**src/rtcci_pkg.sv**
```systemverilog
// constants and types shared by the real-time clock block
// assumes a 25 MHz system clock and an Avalon-MM slave register port
// What this block does
// - counters advance continuously, reads see change
// - reading counters never disturbs the clock
// - mask value zero blocks every interrupt
// - status read clears pending, drops request
// - request line low while nothing pending
// - command 18, mask 02 raise hundredth interrupt
// - hundredth interrupt arrives within 10 ms
// - command 08 stops interrupt, clock keeps running
// - one-second interrupt fires every second
package rtcci_pkg;
  // timing
  localparam int unsigned RTCCI_CLK_PERIOD_NS  = 40;
  localparam int unsigned RTCCI_HUND_PERIOD_MS = 10;
  localparam int unsigned RTCCI_HUND_CYCLES    = (RTCCI_HUND_PERIOD_MS * 1000000) / RTCCI_CLK_PERIOD_NS;
  localparam logic [6:0]  RTCCI_HUND_LAST      = 7'h63;
  localparam logic [7:0]  RTCCI_SEC_LAST       = 8'h3b;
  // register byte offsets
  localparam logic [4:0]  RTCCI_OFS_HUND       = 5'h00;
  localparam logic [4:0]  RTCCI_OFS_SEC        = 5'h04;
  localparam logic [4:0]  RTCCI_OFS_CMD        = 5'h08;
  localparam logic [4:0]  RTCCI_OFS_MASK       = 5'h0c;
  localparam logic [4:0]  RTCCI_OFS_STAT       = 5'h10;
  // field positions
  localparam int unsigned RTCCI_CMD_INT_EN_BIT = 4;
  localparam int unsigned RTCCI_SRC_HUND_BIT   = 1;
  localparam int unsigned RTCCI_SRC_SEC_BIT    = 2;
  // reset values, then command and mask settings for the hundredth source
  localparam logic [7:0]  RTCCI_CMD_RESET      = 8'h08;
  localparam logic [7:0]  RTCCI_MASK_RESET     = 8'h00;
  localparam logic [7:0]  RTCCI_CMD_HUND_ON    = 8'h18;
  localparam logic [7:0]  RTCCI_CMD_HUND_OFF   = 8'h08;
  localparam logic [7:0]  RTCCI_MASK_HUND_ON   = 8'h02;

  typedef struct packed {
    logic [6:0]  hund;
    logic [7:0]  sec;
    logic [7:0]  cmd;
    logic [7:0]  mask;
    logic [7:0]  pend;
    logic        ack;
    logic [31:0] rdata;
    logic [7:0]  cap;
  } rtcci_state_type;
endpackage : rtcci_pkg

```
**src/rtcci_tick_if.sv**
```systemverilog
// carries the hundredth-second tick from the divider to the clock core
// assumes both ends share clock_in
`timescale 1ns/1ns
interface rtcci_tick_if;
  logic hund_tick;
  modport src (output hund_tick);
  modport snk (input hund_tick);
endinterface : rtcci_tick_if

```
**src/rtcci_top.sv**
```systemverilog
// real-time clock core: counters, command, mask and status over Avalon-MM
// assumes a single 25 MHz clock and a master that holds its request while waitrequest is high
//
// Implementation choices: the register addresses and the Avalon-MM register port.
`timescale 1ns/1ns
module rtcci_top import rtcci_pkg::*; #(
  parameter int unsigned HUND_CYCLES = RTCCI_HUND_CYCLES
) (
  // clock and reset
  input  wire logic        clock_in,
  input  wire logic        rst_in,
  // avalon-mm slave
  input  wire logic [4:0]  avs_address_in,
  input  wire logic        avs_read_in,
  input  wire logic        avs_write_in,
  input  wire logic [31:0] avs_writedata_in,
  input  wire logic [3:0]  avs_byteenable_in,
  output logic      [31:0] avs_readdata_out,
  output logic             avs_waitrequest_out,
  // interrupt request to the slave controller
  output logic             slave_request_input_six_out
);

  rtcci_state_type st_r;
  rtcci_state_type st_nxt;
  rtcci_tick_if    tick_if ();

  logic       req;
  logic       accept;
  logic       sec_evt;
  logic [7:0] set_v;
  logic [7:0] clr_v;

  ////////////////////////////////////////////////////////////////
  // read mux, unmapped offsets read as zero
  function automatic logic [31:0] rd_mux(input logic [4:0] a, input rtcci_state_type s);
    logic [31:0] d;
    d = 32'h0000_0000;
    if (a == RTCCI_OFS_HUND) begin
      d = {25'h0000000, s.hund};
    end else if (a == RTCCI_OFS_SEC) begin
      d = {24'h000000, s.sec};
    end else if (a == RTCCI_OFS_CMD) begin
      d = {24'h000000, s.cmd};
    end else if (a == RTCCI_OFS_MASK) begin
      d = {24'h000000, s.mask};
    end else if (a == RTCCI_OFS_STAT) begin
      d = {24'h000000, s.pend};
    end
    return d;
  endfunction : rd_mux

  ////////////////////////////////////////////////////////////////
  // hundredth-second divider
  rtcci_tick #(
    .CYCLES   (HUND_CYCLES)
  ) rtcci_tick_i (
    .clock_in (clock_in),
    .rst_in   (rst_in),
    .tick_if  (tick_if)
  );

  ////////////////////////////////////////////////////////////////
  // bus handshake: one wait cycle, then the request is taken
  assign req                 = avs_read_in | avs_write_in;
  assign avs_waitrequest_out = req & ~st_r.ack;
  assign accept              = req & st_r.ack;
  assign avs_readdata_out    = st_r.rdata;

  // interrupt events and clears
  assign sec_evt = tick_if.hund_tick && (st_r.hund == RTCCI_HUND_LAST);
  always_comb begin
    set_v = 8'h00;
    clr_v = 8'h00;
    set_v[RTCCI_SRC_HUND_BIT] = tick_if.hund_tick & st_r.cmd[RTCCI_CMD_INT_EN_BIT]
                                & st_r.mask[RTCCI_SRC_HUND_BIT];
    set_v[RTCCI_SRC_SEC_BIT]  = sec_evt & st_r.cmd[RTCCI_CMD_INT_EN_BIT]
                                & st_r.mask[RTCCI_SRC_SEC_BIT];
    if (accept && avs_read_in && avs_address_in == RTCCI_OFS_STAT) begin
      clr_v = st_r.cap;
    end
  end

  ////////////////////////////////////////////////////////////////
  // next state
  always_comb begin
    st_nxt = st_r;
    // counters run regardless of bus traffic or command
    if (tick_if.hund_tick) begin
      if (st_r.hund == RTCCI_HUND_LAST) begin
        st_nxt.hund = '0;
        st_nxt.sec  = (st_r.sec == RTCCI_SEC_LAST) ? 8'h00 : st_r.sec + 8'h01;
      end else begin
        st_nxt.hund = st_r.hund + 7'h01;
      end
    end
    // first cycle of a request captures data, second takes it
    if (req && !st_r.ack) begin
      st_nxt.ack   = 1'b1;
      st_nxt.rdata = rd_mux(avs_address_in, st_r);
      st_nxt.cap   = st_r.pend;
    end else begin
      st_nxt.ack = 1'b0;
    end
    // register writes on the low byte lane
    if (accept && avs_write_in && avs_byteenable_in[0]) begin
      if (avs_address_in == RTCCI_OFS_CMD) begin
        st_nxt.cmd = avs_writedata_in[7:0];
      end else if (avs_address_in == RTCCI_OFS_MASK) begin
        st_nxt.mask = avs_writedata_in[7:0];
      end
    end
    // set wins over clear
    st_nxt.pend = (st_r.pend & ~clr_v) | set_v;
  end

  // state register
  always_ff @(posedge clock_in) begin
    if (rst_in) begin
      st_r      <= '0;
      st_r.cmd  <= RTCCI_CMD_RESET;
      st_r.mask <= RTCCI_MASK_RESET;
    end else begin
      st_r <= st_nxt;
    end
  end

  // request only for pending sources still unmasked
  assign slave_request_input_six_out = |(st_r.pend & st_r.mask);
endmodule : rtcci_top

```
**src/rtcci_tick.sv**
```systemverilog
// divider that makes one pulse every hundredth of a second
// assumes a free-running clock_in and a synchronous reset
`timescale 1ns/1ns
module rtcci_tick import rtcci_pkg::*; #(
  parameter int unsigned CYCLES = RTCCI_HUND_CYCLES
) (
  // clock and reset
  input  wire logic   clock_in,
  input  wire logic   rst_in,
  // tick toward the core
  rtcci_tick_if.src   tick_if
);
  localparam int unsigned W = $clog2(CYCLES);
  localparam logic [W-1:0] TOP = W'(CYCLES - 1);

  typedef struct packed {
    logic [W-1:0] cnt;
    logic         tick;
  } rtcci_tick_state_type;

  rtcci_tick_state_type st_r;
  rtcci_tick_state_type st_nxt;

  ////////////////////////////////////////////////////////////////
  // count cycles and pulse at the end of each period
  always_comb begin
    st_nxt = st_r;
    st_nxt.tick = 1'b0;
    if (st_r.cnt == TOP) begin
      st_nxt.cnt  = '0;
      st_nxt.tick = 1'b1;
    end else begin
      st_nxt.cnt = st_r.cnt + W'(1);
    end
  end

  // state register
  always_ff @(posedge clock_in) begin
    if (rst_in) begin
      st_r <= '0;
    end else begin
      st_r <= st_nxt;
    end
  end

  assign tick_if.hund_tick = st_r.tick;
endmodule : rtcci_tick

```
**config.mk**
```make
export PLATFORM = sky130hd
export DESIGN_NAME = rtcci_top
export DESIGN_NICKNAME = d
export VERILOG_FILES = /design/src/rtcci_pkg.sv /design/src/rtcci_tick_if.sv /design/src/rtcci_top.sv /design/src/rtcci_tick.sv
export SDC_FILE = /design/constraint.sdc
export NUM_CORES = 1
export LEC_CHECK = 0
export BUFFER_PORTS_ARGS = -buffer_cell sky130_fd_sc_hd__buf_4
export CORE_MARGIN = 2
export CORE_UTILIZATION = 54
export DETAILED_ROUTE_END_ITERATION = 8
export PLACE_DENSITY_LB_ADDON = 0.05
export SLEW_MARGIN = 25
export SYNTH_ARGS = -nofsm -noshare
export SYNTH_HDL_FRONTEND = slang
export SYNTH_HIERARCHICAL = 1
export SYNTH_SLANG_ARGS = --single-unit
```
**constraint.sdc**
```tcl
create_clock -name clock_in -period 2.29 [get_ports clock_in]
set_input_delay 0.1145 -clock clock_in [delete_from_list [all_inputs] [get_ports clock_in]]
set_output_delay 0.1145 -clock clock_in [all_outputs]
set_load 0.02 [all_outputs]
```
==> impl_metrics.xml <==
<?xml version="1.0" encoding="UTF-8"?>
<metrics>
  <group name="power_and_ir_drop">
    <metric name="portion_of_total_power_attributed_to_combinational_logic" unit="%">7.0</metric>
    <metric name="power_density_normalized_to_cell_area" unit="mW/mm^2">653</metric>
    <metric name="switching_fraction" unit="%">22.8</metric>
    <metric name="power.sequential.fraction" unit="%">49.9</metric>
    <metric name="maximum_resistive_drop_on_vdd" unit="uV">493</metric>
    <metric name="net-switching-power" unit="uW">603</metric>
    <metric name="internal_power" unit="mW">2.04</metric>
    <metric name="clkPwrFrac" unit="%">43.1</metric>
    <metric name="power_leakage" unit="nW">1.43</metric>
  </group>
  <group name="global_routing">
    <metric name="grt-ovfl-total" unit="">0</metric>
    <metric name="use_met3" unit="%">4.57</metric>
    <metric name="antenna_found_initial" unit="">0</metric>
    <metric name="grt_max_degree" unit="">53</metric>
    <metric name="grt_most_used_layer" unit="">met2</metric>
    <metric name="groute.layer.met1.usage" unit="%">30.9</metric>
    <metric name="gr-usage-all-layers" unit="%">22.3</metric>
    <metric name="first_global_vias" unit="">2686</metric>
    <metric name="global_route.usage.met2" unit="%">33.4</metric>
    <metric name="grt_pass1_wl" unit="microns">13000</metric>
  </group>
  <group name="setup_path">
    <metric name="crit_path_top_delay_cell" unit="">dfxtp_1</metric>
    <metric name="ordered_cell_list_for_the_critical_path" unit="">ha_1 -&gt; nand4_1 -&gt; nand2b_1 -&gt; o21bai_4 -&gt; nor2_1</metric>
    <metric name="cp.arrival" unit="ns">2.03</metric>
    <metric name="critical_path_buf_inv_count" unit="">0</metric>
    <metric name="cpLargestDelayFamily" unit="">simple AND/OR/NAND/NOR gates</metric>
    <metric name="crit_path_max_fanout" unit="">17</metric>
    <metric name="critPathRequiredTime" unit="ns">2.51</metric>
    <metric name="critPathMaxStageDelay" unit="ns">0.41</metric>
    <metric name="critPathCaptureType" unit="">register</metric>
    <metric name="critical_path.startpoint_type" unit="">register</metric>
    <metric name="setup.worst_path.class" unit="">reg2reg</metric>
    <metric name="reg2regPathDepth" unit="">5</metric>
    <metric name="crit_cells" unit="">5</metric>
  </group>
  <group name="finish">
    <metric name="layout.core_utilization" unit="%">60.6</metric>
    <metric name="layout_commonest_cell" unit="">dfxtp_1</metric>
    <metric name="area_delta_synth_final" unit="%">9.95</metric>
    <metric name="most-common-layout-cells" unit="">dfxtp_1 (75), nand2_1 (48), nor2_1 (44)</metric>
    <metric name="insertedDiodeCount" unit="">0</metric>
    <metric name="nNetsFinal" unit="">497</metric>
    <metric name="drive_above_1_share" unit="%">14.5</metric>
  </group>
  <group name="timing">
    <metric name="clock_skew" unit="ns">0.00814</metric>
    <metric name="slew_violations" unit="">0</metric>
    <metric name="layout_worst_path_cycle_share" unit="%">79.3</metric>
    <metric name="setup_ws" unit="ns">0.474</metric>
    <metric name="timing_worst_slew_pin_value" unit="ns">0.742</metric>
    <metric name="finalCriticalPeriod" unit="ns">1.82</metric>
    <metric name="timing.max_slew.rel_slack" unit="%">50.4</metric>
    <metric name="rsz0062_at_grt" unit="">no</metric>
    <metric name="timing.final.hold_violations" unit="">0</metric>
    <metric name="fmax" unit="MHz">551</metric>
    <metric name="setup_violations" unit="">0</metric>
    <metric name="setup-tns-final" unit="ns">0</metric>
  </group>
  <group name="floorplan">
    <metric name="core_area" unit="sq mm">0.00668</metric>
    <metric name="placementRows" unit="">30</metric>
    <metric name="floorplan.die.width" unit="microns">86.6</metric>
    <metric name="initial_core_util" unit="%">55.1</metric>
    <metric name="die-area" unit="sq mm">0.00750</metric>
    <metric name="floorplan.die.height" unit="microns">86.6</metric>
    <metric name="pin_count" unit="">79</metric>
  </group>
  <group name="cts">
    <metric name="clock_tree.root_cell" unit="">clkbuf_8</metric>
    <metric name="cts_made_buffers" unit="">9</metric>
    <metric name="setup_buffers_after_cts" unit="">0</metric>
    <metric name="insertion_delay" unit="ns">0.34</metric>
    <metric name="tritoncts" unit="">built</metric>
    <metric name="htree_num_levels" unit="">3</metric>
    <metric name="clk_pin_slew" unit="ns">0.08</metric>
    <metric name="ctsHoldBuffers" unit="">2</metric>
    <metric name="clock-sinks" unit="">75</metric>
    <metric name="max-clock-path-buffers" unit="">2</metric>
    <metric name="post_cts.resized_instances" unit="">0</metric>
  </group>
  <group name="job">
    <metric name="max_cap_violations" unit="">0</metric>
  </group>
  <group name="hold_path">
    <metric name="holdPathStages" unit="">3</metric>
    <metric name="timing.hold.worst.class" unit="">in2reg</metric>
  </group>
  <group name="routing">
    <metric name="drt.antenna.violating_nets" unit="">0</metric>
    <metric name="detail_route.first_pass.iterations" unit="">4</metric>
    <metric name="drc_errors" unit="">0</metric>
    <metric name="detail_route.iter0.violations" unit="">126</metric>
    <metric name="wire_per_inst" unit="microns">14.6</metric>
    <metric name="num_vias" unit="">2943</metric>
    <metric name="wire_length_after_detailed_routing" unit="microns">7770</metric>
    <metric name="vias_per_cell" unit="">5.51</metric>
  </group>
  <group name="yosys">
    <metric name="postSynthAreaPerCell" unit="sq um">8.63</metric>
    <metric name="ys_ff_latch" unit="">75</metric>
    <metric name="synth-edff-count" unit="">0</metric>
    <metric name="yosysSeqAreaShare" unit="%">40.8</metric>
    <metric name="synthFlopType" unit="">dfxtp_1</metric>
    <metric name="synth.lib_cells_used.distinct" unit="">58</metric>
    <metric name="synth_largest_area_cell" unit="">dfxtp_1</metric>
    <metric name="synthesis.yosys.warnings" unit="">6</metric>
    <metric name="post_synth_main_area_contributors" unit="">dfxtp_1 (41%), buf_4 (6.9%), xnor2_1 (5.5%)</metric>
    <metric name="async_flop_share" unit="%">0</metric>
    <metric name="syn-cell-area" unit="sq mm">0.00368</metric>
    <metric name="synth_largest_type_area_fraction" unit="%">40.8</metric>
    <metric name="synthesized_netlist_cell_count" unit="">427</metric>
  </group>
  <group name="placed_design">
    <metric name="routabilityCongestion" unit="">0.822</metric>
    <metric name="post-place-ws" unit="ns">0.440</metric>
    <metric name="port_buffers" unit="">27</metric>
    <metric name="hpwl" unit="microns">5470</metric>
  </group>
  <group name="status">
    <metric name="run_status" unit="">finished, final reports clean</metric>
  </group>
</metrics>
worst register-to-register path: stages, from the launching register on:
cell and delay, ns:
dfxtp_1 0.41, ha_1 0.24, nand4_1 0.27, nand2b_1 0.29, o21bai_4 0.40, nor2_1 0.10
sequential cells by signal, indices dropped and copies added (netlist names):
| name | cells |
|---|---|
| rtcci_tick_i/tick_if.hund_tick | 1 |
| rtcci_tick_i/st_r | 18 |
| avs_readdata_out | 8 |
| st_r | 48 |
power groups by stage:
stage	logic [mW]	registers [mW]	clock network, mW
2_1_floorplan	0.149	1.35	0
3_5_place_dp	0.181	1.35	0
6_report	0.185	1.32	1.14
4_1_cts	0.185	1.32	1.17
5_1_grt	0.204	1.32	1.23
3_3_place_gp	0.181	1.35	0
path summary, 6_finish.rpt:
path                             start                   end  slack (ns)
setup / recovery  rtcci_tick_i/st_r[1]  rtcci_tick_i/st_r[6]        0.47
hold reg to reg                st_r[5]              st_r[46]        0.43
setup reg to reg  rtcci_tick_i/st_r[1]  rtcci_tick_i/st_r[6]        0.47
hold / removal     avs_writedata_in[7]              st_r[64]        0.02
cell families after synthesis:
family,Yosys count,share of synthesized area (%)
buf+inv,58,9.85
fa+ha+maj,3,1.02
mux,9,2.45
other cells,1,0.102
compound gates,68,13.2
xor+xnor,27,6.42
flops,75,40.8
simple gates,186,26.2
cell usage after synthesis (2+ instances only):
master and count:
buf_4 34, or3_1 3, inv_1 8, or4_1 2, and3_1 2, a2bb2oi_1 2, nor3_1 18, xnor2_1 23
clkbuf_1 11, o211ai_1 7, a22oi_1 4, nor4_1 7, nor4_2 2, or2_2 2, nor2_1 44, buf_6 2
nor2b_1 9, a21oi_1 27, dfxtp_1 75, o311ai_0 5, nand2b_1 15, ha_1 3, nand3_1 15, mux2i_1 9
a32o_1 6, nand2_1 48, xor2_1 4, nand4_1 8, buf_2 2, a31oi_1 2
through the flow:
stage	total power [mW]	hold WS [ns]	cell area, sq um	std cells
after floorplan	1.50	0.187	3770	450
after global placement	1.53	0.327	3800	516
after detailed placement	1.53	0.336	3800	516
after CTS	2.68	0.000402	4050	534
after global routing	2.75	0.0180	4050	534
final	2.64	0.0151	4050	534
layer usage:
| metal | share of wire [%] | wire length, microns |
|---|---|---|
| met1 | 48 | 3700 |
| met5 | 0 | 0 |
| met2 | 45 | 3480 |
| met4 | 2.2 | 170 |
| met3 | 5.4 | 422 |
cell type report:
cell class,instances,area (sq um)
multi-input combinational,317,1910
inverter,9,33.8
clock buffer,11,151
timing repair buffer,37,283
sequential,75,1500
clock inverter,5,75.1
tap,80,100
fill,601,2630
Power figures use the tool's default switching activity.
